==> config.mk <==
export PLATFORM = sky130hd
export DESIGN_NAME = cpsq_core
export DESIGN_NICKNAME = d
export VERILOG_FILES = /design/src/rtl/cpsq_core.v
export VERILOG_INCLUDE_DIRS = /design/src /design/src/rtl
export SDC_FILE = /design/constraint.sdc
export NUM_CORES = 1
export LEC_CHECK = 0
export BUFFER_PORTS_ARGS = -buffer_cell sky130_fd_sc_hd__buf_4
export CAP_MARGIN = 40
export CORE_MARGIN = 1.5
export CORE_UTILIZATION = 35
export DETAILED_ROUTE_END_ITERATION = 8
export PLACE_DENSITY = 0.5
export SYNTH_ARGS = -nofsm -noshare
export SYNTH_HDL_FRONTEND = slang
export SYNTH_SLANG_ARGS = --single-unit
==> constraint.sdc <==
create_clock -name core_clk -period 17.4 [get_ports core_clk]
set_input_delay 3.48 -clock core_clk [delete_from_list [all_inputs] [get_ports core_clk]]
set_output_delay 3.48 -clock core_clk [all_outputs]
set_load 0.02 [all_outputs]
==> src/rtl/cpsq_defines.vh <==
// cpsq constants: register map, fields, vectors and opcodes
`ifndef CPSQ_DEFINES_VH
`define CPSQ_DEFINES_VH

// register byte offsets
`define CPSQ_REG_PCLOW 12'h000
`define CPSQ_REG_ACC 12'h004
`define CPSQ_REG_MEM 12'h008
`define CPSQ_REG_STAT 12'h00C
`define CPSQ_REG_CTRL 12'h010

// control bits
`define CPSQ_CTRL_RUN 0
`define CPSQ_CTRL_INTEN 1

// status bits
`define CPSQ_ST_C 0
`define CPSQ_ST_AC 1
`define CPSQ_ST_Z 2
`define CPSQ_ST_OV 3

// vectors
`define CPSQ_RESET_VECTOR 11'h000
`define CPSQ_INT_VECTOR 11'h004

// instruction word fields
`define CPSQ_OP_HI 15
`define CPSQ_OP_LO 11
`define CPSQ_DEST_BIT 8
`define CPSQ_TGT_HI 10
`define CPSQ_IMM_HI 7

// decimal adjust constants
`define CPSQ_DADJ_LIM 4'h9
`define CPSQ_DADJ_LO 9'h006
`define CPSQ_DADJ_HI 9'h060

// opcodes
`define CPSQ_OP_NOP 5'h00
`define CPSQ_OP_ADD 5'h01
`define CPSQ_OP_ADC 5'h02
`define CPSQ_OP_SUB 5'h03
`define CPSQ_OP_SBC 5'h04
`define CPSQ_OP_DADJ 5'h05
`define CPSQ_OP_AND 5'h06
`define CPSQ_OP_OR 5'h07
`define CPSQ_OP_XOR 5'h08
`define CPSQ_OP_CPL 5'h09
`define CPSQ_OP_RR 5'h0A
`define CPSQ_OP_RRCY 5'h0B
`define CPSQ_OP_RL 5'h0C
`define CPSQ_OP_RLCY 5'h0D
`define CPSQ_OP_INC 5'h0E
`define CPSQ_OP_DEC 5'h0F
`define CPSQ_OP_SZ 5'h10
`define CPSQ_OP_SNZ 5'h11
`define CPSQ_OP_SIZ 5'h12
`define CPSQ_OP_SDZ 5'h13
`define CPSQ_OP_JUMP 5'h14
`define CPSQ_OP_CALL 5'h15
`define CPSQ_OP_SRET 5'h16
`define CPSQ_OP_IRET 5'h17
`define CPSQ_OP_MOVI 5'h18

`endif

==> src/rtl/cpsq_core.v <==
// cpsq_core: instruction sequencer, program counter, return stack and alu
`include "cpsq_defines.vh"

module cpsq_core #(
	parameter STACK_DEPTH = 8,
	parameter SP_W = 4
) (
	input wire core_clk,
	input wire rst_b,
	input wire psel,
	input wire penable,
	input wire pwrite,
	input wire [11:0] paddr,
	input wire [31:0] pwdata,
	output wire pready,
	output wire [31:0] prdata,
	output wire pslverr,
	output wire [10:0] prog_addr,
	input wire [15:0] prog_data,
	input wire int_req,
	output wire int_ack,
	output wire [3:0] instruction_phase_clocks
);

localparam PH_T1 = 4'b0001;
localparam PH_T2 = 4'b0010;
localparam PH_T3 = 4'b0100;
localparam PH_T4 = 4'b1000;
localparam [SP_W-1:0] SP_FULL = STACK_DEPTH[SP_W-1:0];
localparam [SP_W-1:0] SP_ONE = {{(SP_W-1){1'b0}}, 1'b1};

////////////////////////////////////////////////////////////////////////////////
// functions

function [10:0] add_f;
	input [7:0] a;
	input [7:0] b;
	input ci;
	reg [4:0] lo;
	reg [8:0] sum;
	begin
		lo = {1'b0, a[3:0]} + {1'b0, b[3:0]} + {4'h0, ci};
		sum = {1'b0, a} + {1'b0, b} + {8'h00, ci};
		add_f = {(a[7] == b[7]) && (sum[7] != a[7]), lo[4], sum[8], sum[7:0]};
	end
endfunction

function reg_hit;
	input [11:0] a;
	begin
		reg_hit = (a == `CPSQ_REG_PCLOW) || (a == `CPSQ_REG_ACC) ||
			(a == `CPSQ_REG_MEM) || (a == `CPSQ_REG_STAT) ||
			(a == `CPSQ_REG_CTRL);
	end
endfunction

////////////////////////////////////////////////////////////////////////////////
// state

reg [3:0] phase_reg;
reg [3:0] phase_next;
reg [10:0] pc_reg;
reg [10:0] prog_addr_reg;
reg [15:0] fetch_reg;
reg fetch_valid_reg;
reg [15:0] ir_reg;
reg ir_valid_reg;
reg [7:0] acc_reg;
reg [7:0] mem_reg;
reg c_reg;
reg ac_reg;
reg z_reg;
reg ov_reg;
reg run_reg;
reg int_en_reg;
reg int_pend_reg;
reg int_ack_reg;
reg lowb_pend_reg;
reg [7:0] lowb_val_reg;
reg [SP_W-1:0] sp_reg;
reg [10:0] stk_mem [0:STACK_DEPTH-1];
reg pready_reg;
reg [31:0] prdata_reg;
reg pslverr_reg;

assign pready = pready_reg;
assign prdata = prdata_reg;
assign pslverr = pslverr_reg;
assign prog_addr = prog_addr_reg;
assign int_ack = int_ack_reg;
assign instruction_phase_clocks = phase_reg;

////////////////////////////////////////////////////////////////////////////////
// phase generator

always @* begin
	case (phase_reg)
		PH_T1: phase_next = PH_T2;
		PH_T2: phase_next = PH_T3;
		PH_T3: phase_next = PH_T4;
		PH_T4: phase_next = PH_T1;
		default: phase_next = PH_T1;
	endcase
end

wire exec = run_reg & (phase_reg == PH_T4);
wire fetch_cap = run_reg & (phase_reg == PH_T2);

////////////////////////////////////////////////////////////////////////////////
// decode and alu

wire [4:0] op = ir_reg[`CPSQ_OP_HI:`CPSQ_OP_LO];
wire to_mem = ir_reg[`CPSQ_DEST_BIT];
wire [10:0] tgt = ir_reg[`CPSQ_TGT_HI:0];
wire [7:0] imm = ir_reg[`CPSQ_IMM_HI:0];
wire is_jmp = ir_valid_reg & (op == `CPSQ_OP_JUMP);
wire is_call = ir_valid_reg & (op == `CPSQ_OP_CALL);
wire is_ret = ir_valid_reg & ((op == `CPSQ_OP_SRET) | (op == `CPSQ_OP_IRET));
wire stack_full = (sp_reg == SP_FULL);

reg [7:0] res;
reg c_n;
reg ac_n;
reg z_n;
reg ov_n;
reg res_wr;
reg skip;
reg [8:0] dtmp;

always @* begin
	res = acc_reg;
	c_n = c_reg;
	ac_n = ac_reg;
	z_n = z_reg;
	ov_n = ov_reg;
	res_wr = 1'b0;
	skip = 1'b0;
	dtmp = {1'b0, acc_reg};
	case (op)
		`CPSQ_OP_ADD: begin
			{ov_n, ac_n, c_n, res} = add_f(acc_reg, mem_reg, 1'b0);
			res_wr = 1'b1;
		end
		`CPSQ_OP_ADC: begin
			{ov_n, ac_n, c_n, res} = add_f(acc_reg, mem_reg, c_reg);
			res_wr = 1'b1;
		end
		`CPSQ_OP_SUB: begin
			{ov_n, ac_n, c_n, res} = add_f(acc_reg, ~mem_reg, 1'b1);
			res_wr = 1'b1;
		end
		`CPSQ_OP_SBC: begin
			{ov_n, ac_n, c_n, res} = add_f(acc_reg, ~mem_reg, c_reg);
			res_wr = 1'b1;
		end
		`CPSQ_OP_DADJ: begin
			if ((acc_reg[3:0] > `CPSQ_DADJ_LIM) || ac_reg) begin
				dtmp = dtmp + `CPSQ_DADJ_LO;
			end
			if ((dtmp[7:4] > `CPSQ_DADJ_LIM) || dtmp[8] || c_reg) begin
				dtmp = dtmp + `CPSQ_DADJ_HI;
			end
			res = dtmp[7:0];
			c_n = dtmp[8] | c_reg;
			res_wr = 1'b1;
		end
		`CPSQ_OP_AND: begin
			res = acc_reg & mem_reg;
			res_wr = 1'b1;
		end
		`CPSQ_OP_OR: begin
			res = acc_reg | mem_reg;
			res_wr = 1'b1;
		end
		`CPSQ_OP_XOR: begin
			res = acc_reg ^ mem_reg;
			res_wr = 1'b1;
		end
		`CPSQ_OP_CPL: begin
			res = ~mem_reg;
			res_wr = 1'b1;
		end
		`CPSQ_OP_RR: begin
			res = {mem_reg[0], mem_reg[7:1]};
			res_wr = 1'b1;
		end
		`CPSQ_OP_RRCY: begin
			res = {c_reg, mem_reg[7:1]};
			c_n = mem_reg[0];
			res_wr = 1'b1;
		end
		`CPSQ_OP_RL: begin
			res = {mem_reg[6:0], mem_reg[7]};
			res_wr = 1'b1;
		end
		`CPSQ_OP_RLCY: begin
			res = {mem_reg[6:0], c_reg};
			c_n = mem_reg[7];
			res_wr = 1'b1;
		end
		`CPSQ_OP_INC: begin
			res = mem_reg + 8'h01;
			res_wr = 1'b1;
		end
		`CPSQ_OP_DEC: begin
			res = mem_reg - 8'h01;
			res_wr = 1'b1;
		end
		`CPSQ_OP_SZ: begin
			skip = (mem_reg == 8'h00);
		end
		`CPSQ_OP_SNZ: begin
			skip = (mem_reg != 8'h00);
		end
		`CPSQ_OP_SIZ: begin
			res = mem_reg + 8'h01;
			res_wr = 1'b1;
			skip = (res == 8'h00);
		end
		`CPSQ_OP_SDZ: begin
			res = mem_reg - 8'h01;
			res_wr = 1'b1;
			skip = (res == 8'h00);
		end
		`CPSQ_OP_MOVI: begin
			res = imm;
			res_wr = 1'b1;
		end
		default: begin
			res_wr = 1'b0;
		end
	endcase
	// zero flag from logic and arithmetic results
	if (res_wr && (op <= `CPSQ_OP_CPL || op == `CPSQ_OP_INC || op == `CPSQ_OP_DEC)) begin
		z_n = (res == 8'h00);
	end
end

////////////////////////////////////////////////////////////////////////////////
// flow control

wire branch = is_jmp | is_call | is_ret | (ir_valid_reg & skip);
// page-local jump from low byte write
wire lowb_apply = lowb_pend_reg & ~branch;
wire flush = branch | lowb_apply;
// interrupt withheld while stack is full
wire int_take = exec & int_pend_reg & int_en_reg & ~stack_full & ~flush;
wire push = exec & (is_call | int_take);
wire pop = exec & is_ret;

reg [10:0] pc_tgt;

always @* begin
	if (is_jmp | is_call) begin
		pc_tgt = tgt;
	end else if (is_ret) begin
		pc_tgt = stk_mem[0];
	end else if (lowb_apply) begin
		pc_tgt = {pc_reg[10:8], lowb_val_reg};
	end else if (int_take) begin
		pc_tgt = `CPSQ_INT_VECTOR;
	end else begin
		pc_tgt = pc_reg;
	end
end

////////////////////////////////////////////////////////////////////////////////
// sequencer registers

always @(posedge core_clk) begin
	if (!rst_b) begin
		phase_reg <= PH_T1;
		pc_reg <= `CPSQ_RESET_VECTOR + 11'h001;
		prog_addr_reg <= `CPSQ_RESET_VECTOR;
		fetch_reg <= 16'h0000;
		fetch_valid_reg <= 1'b0;
		ir_reg <= 16'h0000;
		ir_valid_reg <= 1'b0;
		acc_reg <= 8'h00;
		c_reg <= 1'b0;
		ac_reg <= 1'b0;
		z_reg <= 1'b0;
		ov_reg <= 1'b0;
		int_pend_reg <= 1'b0;
		int_ack_reg <= 1'b0;
	end else begin
		if (run_reg) begin
			phase_reg <= phase_next;
		end
		// capture fetched word in the second phase, after the first phase's read
		if (fetch_cap) begin
			fetch_reg <= prog_data;
			fetch_valid_reg <= 1'b1;
		end
		// prefetched word becomes the next instruction
		if (exec) begin
			ir_reg <= fetch_reg;
			ir_valid_reg <= fetch_valid_reg & ~flush & ~int_take;
			// issue fetch and advance pc entering first phase
			prog_addr_reg <= pc_tgt;
			pc_reg <= pc_tgt + 11'h001;
			if (ir_valid_reg && res_wr && !to_mem) begin
				acc_reg <= res;
			end
			if (ir_valid_reg) begin
				c_reg <= c_n;
				ac_reg <= ac_n;
				z_reg <= z_n;
				ov_reg <= ov_n;
			end
		end
		// request recorded; a new request wins over the acknowledge
		int_pend_reg <= int_req | (int_pend_reg & ~int_take);
		int_ack_reg <= int_take;
	end
end

////////////////////////////////////////////////////////////////////////////////
// return stack

integer i;

always @(posedge core_clk) begin
	if (!rst_b) begin
		sp_reg <= {SP_W{1'b0}};
	end else if (push) begin
		// push return address of the discarded prefetch
		// shifting drops the oldest entry on overflow
		for (i = STACK_DEPTH - 1; i > 0; i = i - 1) begin
			stk_mem[i] <= stk_mem[i-1];
		end
		stk_mem[0] <= prog_addr_reg;
		if (!stack_full) begin
			sp_reg <= sp_reg + SP_ONE;
		end
	end else if (pop) begin
		for (i = 0; i < STACK_DEPTH - 1; i = i + 1) begin
			stk_mem[i] <= stk_mem[i+1];
		end
		if (sp_reg != {SP_W{1'b0}}) begin
			sp_reg <= sp_reg - SP_ONE;
		end
	end
end

////////////////////////////////////////////////////////////////////////////////
// apb slave

wire apb_acc = psel & penable;
wire apb_wr = apb_acc & pwrite & pready_reg;
reg [31:0] rd_mux;

// only the pc low byte is visible
// no stack view in the map
always @* begin
	rd_mux = 32'h0000_0000;
	case (paddr)
		`CPSQ_REG_PCLOW: rd_mux[7:0] = pc_reg[7:0];
		`CPSQ_REG_ACC: rd_mux[7:0] = acc_reg;
		`CPSQ_REG_MEM: rd_mux[7:0] = mem_reg;
		`CPSQ_REG_STAT: begin
			rd_mux[`CPSQ_ST_C] = c_reg;
			rd_mux[`CPSQ_ST_AC] = ac_reg;
			rd_mux[`CPSQ_ST_Z] = z_reg;
			rd_mux[`CPSQ_ST_OV] = ov_reg;
		end
		`CPSQ_REG_CTRL: begin
			rd_mux[`CPSQ_CTRL_RUN] = run_reg;
			rd_mux[`CPSQ_CTRL_INTEN] = int_en_reg;
		end
		default: rd_mux = 32'h0000_0000;
	endcase
end

always @(posedge core_clk) begin
	if (!rst_b) begin
		pready_reg <= 1'b0;
		prdata_reg <= 32'h0000_0000;
		pslverr_reg <= 1'b0;
		run_reg <= 1'b0;
		int_en_reg <= 1'b0;
		mem_reg <= 8'h00;
		lowb_pend_reg <= 1'b0;
		lowb_val_reg <= 8'h00;
	end else begin
		pready_reg <= apb_acc & ~pready_reg;
		if (apb_acc && !pready_reg) begin
			prdata_reg <= pwrite ? 32'h0000_0000 : rd_mux;
		end
		pslverr_reg <= apb_acc & ~pready_reg & ~reg_hit(paddr);
		if (apb_wr && paddr == `CPSQ_REG_CTRL) begin
			run_reg <= pwdata[`CPSQ_CTRL_RUN];
			int_en_reg <= pwdata[`CPSQ_CTRL_INTEN];
		end
		// memory destination beats a software write
		if (exec && ir_valid_reg && res_wr && to_mem) begin
			mem_reg <= res;
		end else if (apb_wr && paddr == `CPSQ_REG_MEM) begin
			mem_reg <= pwdata[7:0];
		end
		// low byte write held until an execute edge with no branch
		if (apb_wr && paddr == `CPSQ_REG_PCLOW) begin
			lowb_pend_reg <= 1'b1;
			lowb_val_reg <= pwdata[7:0];
		end else if (exec && lowb_apply) begin
			lowb_pend_reg <= 1'b0;
		end
	end
end

endmodule

# After elaboration in Yosys (flattened, before gate mapping)
# Memory sizes are Yosys's and may differ from the RTL's.
# Cells that the tools add are included.
# totals
ramBits	88
reg_bits	131
rom_bits	0
inputBits	66
elab_cells	218
mem_count	1
output_inout_bits	50
latch_bits	0
# mem_list
name	words	word_bits	rd	rd_clocked_by_memory_dff	wr	line	source
stk_mem	8	11	8	0	8	cpsq_core.v:81	reg [10:0] stk_mem [0:STACK_DEPTH-1];
# classes
n_addsub	17
n_eq_ne	40
n_bitwise	46
n_reduce_logical	47
n_lt_le_gt_ge	3
n_shift	0
div_mod_pow	0
mux	41
multipliers	0
# op_table
cell	n
8-bit one-hot mux with 16 select lines	1
11-bit 2-to-1 mux	11
5-bit equality test (second input constant)	9
5-bit by 4-bit equality test with 1-bit output (second input constant)	8
9-bit 2-to-1 mux	4
8-bit zero test	4
12-bit by 4-bit equality test with 1-bit output (second input constant)	2
8-bit 2-to-1 mux	3
4-bit one-hot mux with 3 select lines	2
1-bit AND	21
5-bit by 3-bit equality test with 1-bit output (second input constant)	4
8-bit by 8-bit adder with 9-bit output	2
9-bit by 1-bit adder with 9-bit output	2
18-bit OR reduction	1
4-bit 2-to-1 mux	4
1-bit logical AND	15
1-bit bitwise OR	15
12-bit by 3-bit equality test with 1-bit output (second input constant)	1
12-bit by 5-bit equality test with 1-bit output (second input constant)	1
12-bit zero test	1
1-bit one-hot mux with 4 select lines	3
3-bit AND reduction	4
11-bit by 1-bit adder with 11-bit output (second input constant)	1
4-bit by 4-bit adder with 5-bit output	2
37 further kinds	73

# Depth between registers and ports, before layout
# Gate-level depths: netlist of the first run.
# depth
word_depth	16
depth_mapped	17
ltp_nobuf	15

# Least setup slack after synthesis of the first run
# OpenSTA, ideal clock, no wires.
# synth_timing
kind	in2reg
start	input rst_b
end	memory stk_mem[0][0], enable pin
path_slack_ps	7444
required_time_ps	16782
t_arrival_ps	9338
setup_ps	618
n_path_buf	2
path_stages	4
cell_sequence	inv_1 > clkbuf_1 > clkbuf_1 > o21ai_0
# synth_lines
element	line	source
from (decl)	cpsq_core.v:9	input wire rst_b,
to (decl)	cpsq_core.v:81	

# Worst setup path in the final report of the first run
# layout_timing
start	input paddr[9]
end	register mem_reg[0]
# layout_between
elab_chain_len	3
# layout_rtl
element	line	source
from (decl)	cpsq_core.v:13	input wire [11:0] paddr,
12-bit by 4-bit equality test with 1-bit output	n/a	
1-bit logical AND (no line)	n/a	
2-bit nonzero test (no line)	n/a	
to (signal assigned)	cpsq_core.v:397	mem_reg <= res;
to (signal assigned)	cpsq_core.v:399	mem_reg <= pwdata[7:0];
to (decl)	cpsq_core.v:69	reg [7:0] mem_reg;
# No other way between the ends.
# A chain may end at the register's enable or synchronous reset.

==> metrics.md, run 1 <==
| Metric | Value |
|---|---|
| Crit path time final | 6.216 ns |
| Leak | 0.004704 uW |
| TNS Setup | 0 ns |
| R2r worst-path depth | 12 |
| Slew at the pin closest to its max-slew limit | 0.9249 ns |
| ANT nets after route | 0 |
| Hpwl dp | 25850 um |
| Main synth FF type | dfxtp_1 |
| Final Power | between 900 and 1000 uW |
| CP delay by family, top | simple AND/OR/NAND/NOR gates |
| Fin crit share | 35.73% |
| Fin. max-slew vios | 0 |
| Worst slew margin | 38.25% |
| Worst Path Required | between 15 and 20 ns |
| H-tree depth | 4 |
| CP Cell Sequence | buf_4 -> or4_1 -> nor4_1 -> nor2b_1 -> nor3b_2 -> and3b_1 -> inv_1 -> nor2_2 -> mux2_2 -> a21oi_1 -> nor2_1 |
| Starting Density | 35.43% |
| Final hold violations | 0 |
| Worst Path Buf+Inv | 2 |
| CTS tree | built |
| Height of the chip | 186.8 um |
| Postcts setup bufs | 0 |
| Initial antenna violation count | 0 |
| Crit-path max FO | 12 |
| Setup Crit Path Kind | input port to flop |
| Setup-failing EPs final | 0 |
| CTS Root Cell | clkbuf_16 |
| Pwr dens | 68.54 nW/um^2 |
| Num Clock Sinks | roughly 200 |
| Seq/Total Area, Yosys | 40.47% |
| ANT cells | 0 |
| DRC viols | 0 |
| Post-CTS Resized | 0 |
| Routed wire length | 36020 um |
| CP max stage delay | 0.51 ns |
| #FFs+latches synth | 195 |
| Gpl congestion | 0.9307 |
| Die Wd | 186.8 um |
| EDFF count, synth | 88 |
| Initial DRC count | about 1100 |
| Hold WS | 0.4523 ns |
| CTS Buffer Depth | 2 |
| Async S/R FF share, synth | 0% |
| RSZ-0062 raised after global routing | false |
| Hold-fix buffers at CTS | 0 |
| Port bufs | 67 |
| Cell area after synthesis | 11820 um^2 |
| CP endpoint kind | flop |
| Clock transition at path regs | 0.07 ns |
| Reg area | approximately 4800 um^2 |
| Multi-input logic area | 6464 um^2 |
| HP Class | flop to flop |
| Setup Skew | 0.01781 ns |
| Area growth, synth to finish | 12.06% |
| Max_cap viols | 0 |
| Fillers | 3456 |
| Largest net degree at the start of global routing | 80 |
| Routed vias/inst | 5.527 |
| CTS Buf Count | 17 |
| Peak VDD IR | roughly 0.055 mV |
| Later-pin clock latency in the skew report | ~0.44 ns |
| Via count of the routed design | 10300 |
| Slowest cell on crit path | or4_1 |
| Critical path startpoint category | input port |
| GRT overflow | 0 |
| Hold depth | 0 |
| Avg Cell Area, Syn | 8.548 um^2 |
| Avg WL per Cell | between 15 and 20 um |
| Unique cell type count in the Yosys netlist | 94 |
| Core area | between 30000 and 40000 um^2 |
| Detailed Routing Iterations Pass 1 | 7 |
| First-pass GRT wire length | 56610 um |
| Fraction of layout cells with a size suffix above 1 | a little over a tenth |
| Total number of yosys warnings | 0 |
| Cell count after synthesis | 1383 |
| Status | finished, final reports clean |
| # IOs | approximately 120 |
| GRT Util Overall | 20.65% |
| Die ar. | 34890 um^2 |
| Worst EP arrival | roughly 6.5 ns |
| Max FFs per register | 88 |
| Vias in the first global route | a little under 10000 |
| Peak Freq | between 0.15 and 0.2 GHz |
| Post-Place Cells | 1831 |
| Non-Filler Instances | 1863 |
| Site Rows | 67 |
| Net count, final | between 1500 and 2000 |
| WP depth | 11 |
cell families (layout without fill, tap and decap cells):
family          Yosys count  count (layout)  share of synthesized area [%]
compound gates          351             351                          20.67
xor+xnor                 49              49                          3.630
fa+ha+maj                40              40                          4.424
buf+inv                 147             156                          5.758
flops                   195             195                          40.47
mux                      29              29                          2.508
other cells               1              24                        0.03172
simple gates            571             571                          22.50
metrics by stage:
stage	worst slack, ns	cell area, um^2	utilization (%)
after floorplan	7.444	11910	-
after global placement	10.82	12570	37.69
after detailed placement	10.78	12640	37.89
after CTS	11.23	13250	39.70
after global routing	10.98	13250	39.70
final	11.18	13250	39.70
area by class of cell:
type | instances | share of cell area, %
multi-input combinational | 1064 | 48.80
sequential | 195 | 36.12
timing repair buffer | 86 | 5.204
tap | 448 | 4.232
clock buffer | 19 | 3.268
clock inverter | 13 | 1.303
inverter | 38 | 1.077
report_power, final:
part,total [uW],switching (uW),internal [uW]
clock,413,184,229
sequential,475,0.247,474
combinational,20.3,13.4,6.87
total,908,198,710
per-layer routing:
layer  global-route usage [%]  part of all wire [%]  vias to the layer above
li1                         -                     -                     4981
met1                    28.93                    46                     4949
met2                    32.75                    46                      318
met3                    2.915                   5.5                       48
met4                    6.700                   2.4                        0
met5                        0                     0                        -
cell usage in the layout (no fill, tap or decap), drive strengths merged, types with 14 or more instances in the layout:
cell,instances
nor3,27
inv,41
buf,86
a22o,33
nor2,126
nand2b,14
mux2i,24
nand3,16
nand2,282
ha,37
conb,24
and3,22
clkbuf,19
a31oi,14
a211oi,22
a22oi,15
xnor2,37
dfxtp,107
edfxtp,88
a21oi,101
o21ai,47
synthesized netlist by cell type (6+ instances only):
cell	instances	share of area, %
o31ai_1	6	0.38
mux2i_1	24	2.0
nand2b_1	14	0.74
nor2_1	124	3.9
a22oi_1	14	0.89
xnor2_1	37	2.7
a21o_1	9	0.57
o211ai_1	12	0.76
o21bai_1	7	0.44
nand4_1	12	0.64
nor3b_1	7	0.44
buf_2	13	0.55
ha_1	37	3.9
o22ai_1	13	0.69
nor2b_1	9	0.48
buf_4	26	1.7
nand2_1	282	9.0
a21oi_1	100	4.2
a31oi_1	14	0.74
inv_1	36	1.1
and2_1	6	0.32
a222oi_1	10	0.85
o21a_1	6	0.38
a22o_1	33	2.4
o21ai_0	39	1.7
o21ai_1	7	0.30
and3_1	21	1.1
o221ai_1	7	0.52
edfxtp_1	88	22
nand3_1	16	0.68
nand3b_1	13	0.83
clkbuf_1	62	2.0
nor4_1	6	0.32
xor2_1	12	0.89
a211oi_1	20	1.3
dfxtp_1	107	18
nor3_1	25	1.1
buf_1	6	0.19
worst paths after layout:
kind                            slack (ns)      startpoint             end
worst max-delay path                 11.18        paddr[9]      mem_reg[0]
worst min-delay path                  0.45  stk_mem[1][29]  stk_mem[1][40]
worst min register to register        0.45  stk_mem[1][29]  stk_mem[1][40]
worst max register to register       12.71      mem_reg[2]           z_reg
Note: power is estimated with default switching activity, not from simulation.
==> run 2, diff against run 1 <==
--- a/config.mk
+++ b/config.mk
@@ -11,7 +11,7 @@
 export CORE_MARGIN = 1.5
 export CORE_UTILIZATION = 35
 export DETAILED_ROUTE_END_ITERATION = 8
-export PLACE_DENSITY = 0.5
+export PLACE_DENSITY = 0.52
 export SYNTH_ARGS = -nofsm -noshare
 export SYNTH_HDL_FRONTEND = slang
 export SYNTH_SLANG_ARGS = --single-unit
==> constraint.sdc (replaced) <==
create_clock -name core_clk -period 5 [get_ports core_clk]
set_input_delay 1 -clock core_clk [delete_from_list [all_inputs] [get_ports core_clk]]
set_output_delay 1 -clock core_clk [all_outputs]
set_load 0.02 [all_outputs]
==> run 2 against run 1 <==
  * Via count about the same
  * Non-clock buffer count up 11
  * Worst setup slack worse by 10 ns
  * Clock skew down 0.0075 ns
  * Combinational power rose to 3.6 times the previous value
  * Design area up 0.90%
  * Core utilization up 0.36 points
  * Global-route usage down 0.052 points
  * Power rose to 3.5 times the previous value
  * Clock-buffer cell count down 2
  * Sequential share of layout area down 0.32 points
  * Sequential power rose to 3.5 times the previous value
  * Largest power group unchanged
==> metrics.md, run 2 (same netlist as run 1, synthesis figures left out) <==
| Metric | Value |
|---|---|
| Status | finished, final reports clean |
| Critical path startpoint category | flop |
| Via count of the routed design | 10300 |
| Vias in the first global route | a little under 10000 |
| CTS Root Cell | clkbuf_16 |
| Setup Skew | 0.01034 ns |
| Hold Path Sink | ir_reg[6] |
| Worst R2R Start | acc_reg[1] |
| RSZ-0062 raised after global routing | false |
| Avg WL per Cell | 19.19 um |
| Worst R2R Setup Slack | ~1.0 ns |
| Die Wd | 186.8 um |
| Max_cap viols | 0 |
| Fraction of layout cells with a size suffix above 1 | 11.57% |
| Port bufs | 67 |
| CP delay by family, top | compound AO/OA/AOI/OAI gates |
| R2r worst-path depth | 13 |
| Peak VDD IR | 0.2478 mV |
| GRT Util Overall | 20.59% |
| ANT cells | 0 |
| Area growth, synth to finish | 13.06% |
| Leak | between 0.004 and 0.005 uW |
| CP max stage delay | 0.65 ns |
| Initial DRC count | 903 |
| Non-Filler Instances | 1874 |
| First-pass GRT wire length | 56020 um |
| Fin. max-slew vios | 0 |
| DRC viols | 0 |
| Clock transition at path regs | 0.08 ns |
| Gpl congestion | 0.9313 |
| Largest net degree at the start of global routing | 82 |
| Core area | between 30000 and 40000 um^2 |
| Min-delay src | fetch_reg[6] |
| Most common cell after layout, fill and taps aside | nand2_1 |
| Initial antenna violation count | 0 |
| Site Rows | 67 |
| Slowest cell on crit path | dfxtp_1 |
| CP Cell Sequence | inv_1 -> ha_1 -> nand2b_1 -> a21oi_1 -> nor2_1 -> xnor2_1 -> nand3b_1 -> o22ai_1 -> a211o_1 -> o32ai_1 -> buf_4 -> nand2_1 -> o31ai_1 |
| Detailed Routing Iterations Pass 1 | 8 |
| R2R Path End | z_reg |
| CP endpoint kind | flop |
| Routed vias/inst | about 5.5 |
| Commonest cells after routing, fill and taps aside | nand2_1 (282), nor2_1 (123), dfxtp_1 (107), a21oi_1 (100), buf_4 (92) |
| ANT nets after route | 0 |
| Starting Density | 35.43% |
| Die ar. | 34890 um^2 |
| Hpwl dp | 26170 um |
| Setup-failing EPs final | 0 |
| Worst Path Required | around 5.4 ns |
| # IOs | 116 |
| Height of the chip | 186.8 um |
| Utilization after layout | 40.06% |
| Worst Path Buf+Inv | 2 |
| Postcts setup bufs | 0 |
| H-tree depth | 4 |
| Worst slew margin | 36.45% |
| Crit-path max FO | 10 |
| Placed Area | approximately 13000 um^2 |
| Crit path time final | between 3 and 4 ns |
| Fin area | 13370 um^2 |
| Later-pin clock latency in the skew report | 0.45 ns |
| Setup Crit Path Kind | flop to flop |
| CTS Buffer Depth | 2 |
| CTS tree | built |
| Slew at the pin closest to its max-slew limit | 0.9460 ns |
| HP Class | flop to flop |
| Hold depth | 2 |
| Final hold violations | 0 |
| Pwr dens | 238.8 nW/um^2 |
| Post-CTS Resized | 0 |
| Post-Place Cells | 1842 |
| CTS Buf Count | 17 |
| Routed wire length | 35960 um |
| Hold-fix buffers at CTS | 0 |
| Worst EP arrival | 4.35 ns |
| TNS Setup | 0 ns |
| Max FFs per register | 88 |
| Peak Freq | 0.2507 GHz |
| Net count, final | about 1500 |
| Final Power | around 3200 uW |
| Num Clock Sinks | about 200 |
| Fin crit share | approximately 80% |
| Fillers | 3499 |
| GRT overflow | 0 |
[run 2: cell types whose count changed in the layout (fill, tap and decap cells not counted), moves of 2 or more]
cell        change
buf_4           +9
clkinvlp_4      -4
inv_6           +4
buf_12          +3
clkinv_8        +3
clkbuf_1        -2
[run 2: report_power, final]
group	leakage (uW)	internal, uW	total (uW)	switching, uW
Clock	0.000309	772	1470	695
Combinational	0.00281	26.2	73.2	47.0
Sequential	0.00166	1650	1650	0.933
[run 2: worst max-delay path by stage]
stage | start | to | cells after the start
finish | acc_reg[1] | z_reg | 13
global route | acc_reg[1] | z_reg | 12
CTS | acc_reg[1] | z_reg | 13
detailed placement | paddr[9] | mem_reg[0] | 11
global placement | paddr[9] | mem_reg[0] | 11
floorplan | mem_reg[1] | stk_mem[0][0] | 12
[run 2: stage by stage]
step                      setup WS (ns)  hold WS, ns
after floorplan                  0.3449       0.4273
after global routing             0.6050       0.4683
final                             1.011       0.4553
after detailed placement         0.9651       0.4348
after global placement           0.9225       0.4296
after CTS                        0.9888       0.4536
[run 2: final cells by class]
class | count | area, um^2 | share of cell area, %
inverters | 38 | 142.6 | 1.067
repair buffers | 97 | 782.0 | 5.851
clock buffers | 17 | 425.4 | 3.183
clock inverters | 15 | 206.4 | 1.545
flip-flops and latches | 195 | 4785 | 35.80
multi-input cells | 1064 | 6464 | 48.36
well taps | 448 | 560.5 | 4.194
[run 2: per-layer routing]
layer	vias up	track usage (%)	wire length, um
li1	4993	-	-
met1	4936	28.31	16380
met2	327	31.86	16430
met3	48	4.232	2187
met4	0	7.630	955
met5	-	0	0
[run 2: worst register-to-register path, stage by stage (launching register included)]
cell and delay, ns:
dfxtp_1 0.65, inv_1 0.27, ha_1 0.40, nand2b_1 0.22, a21oi_1 0.17, nor2_1 0.06, xnor2_1 0.59, nand3b_1 0.31
o22ai_1 0.12, a211o_1 0.27, o32ai_1 0.33, buf_4 0.21, nand2_1 0.05, o31ai_1 0.25
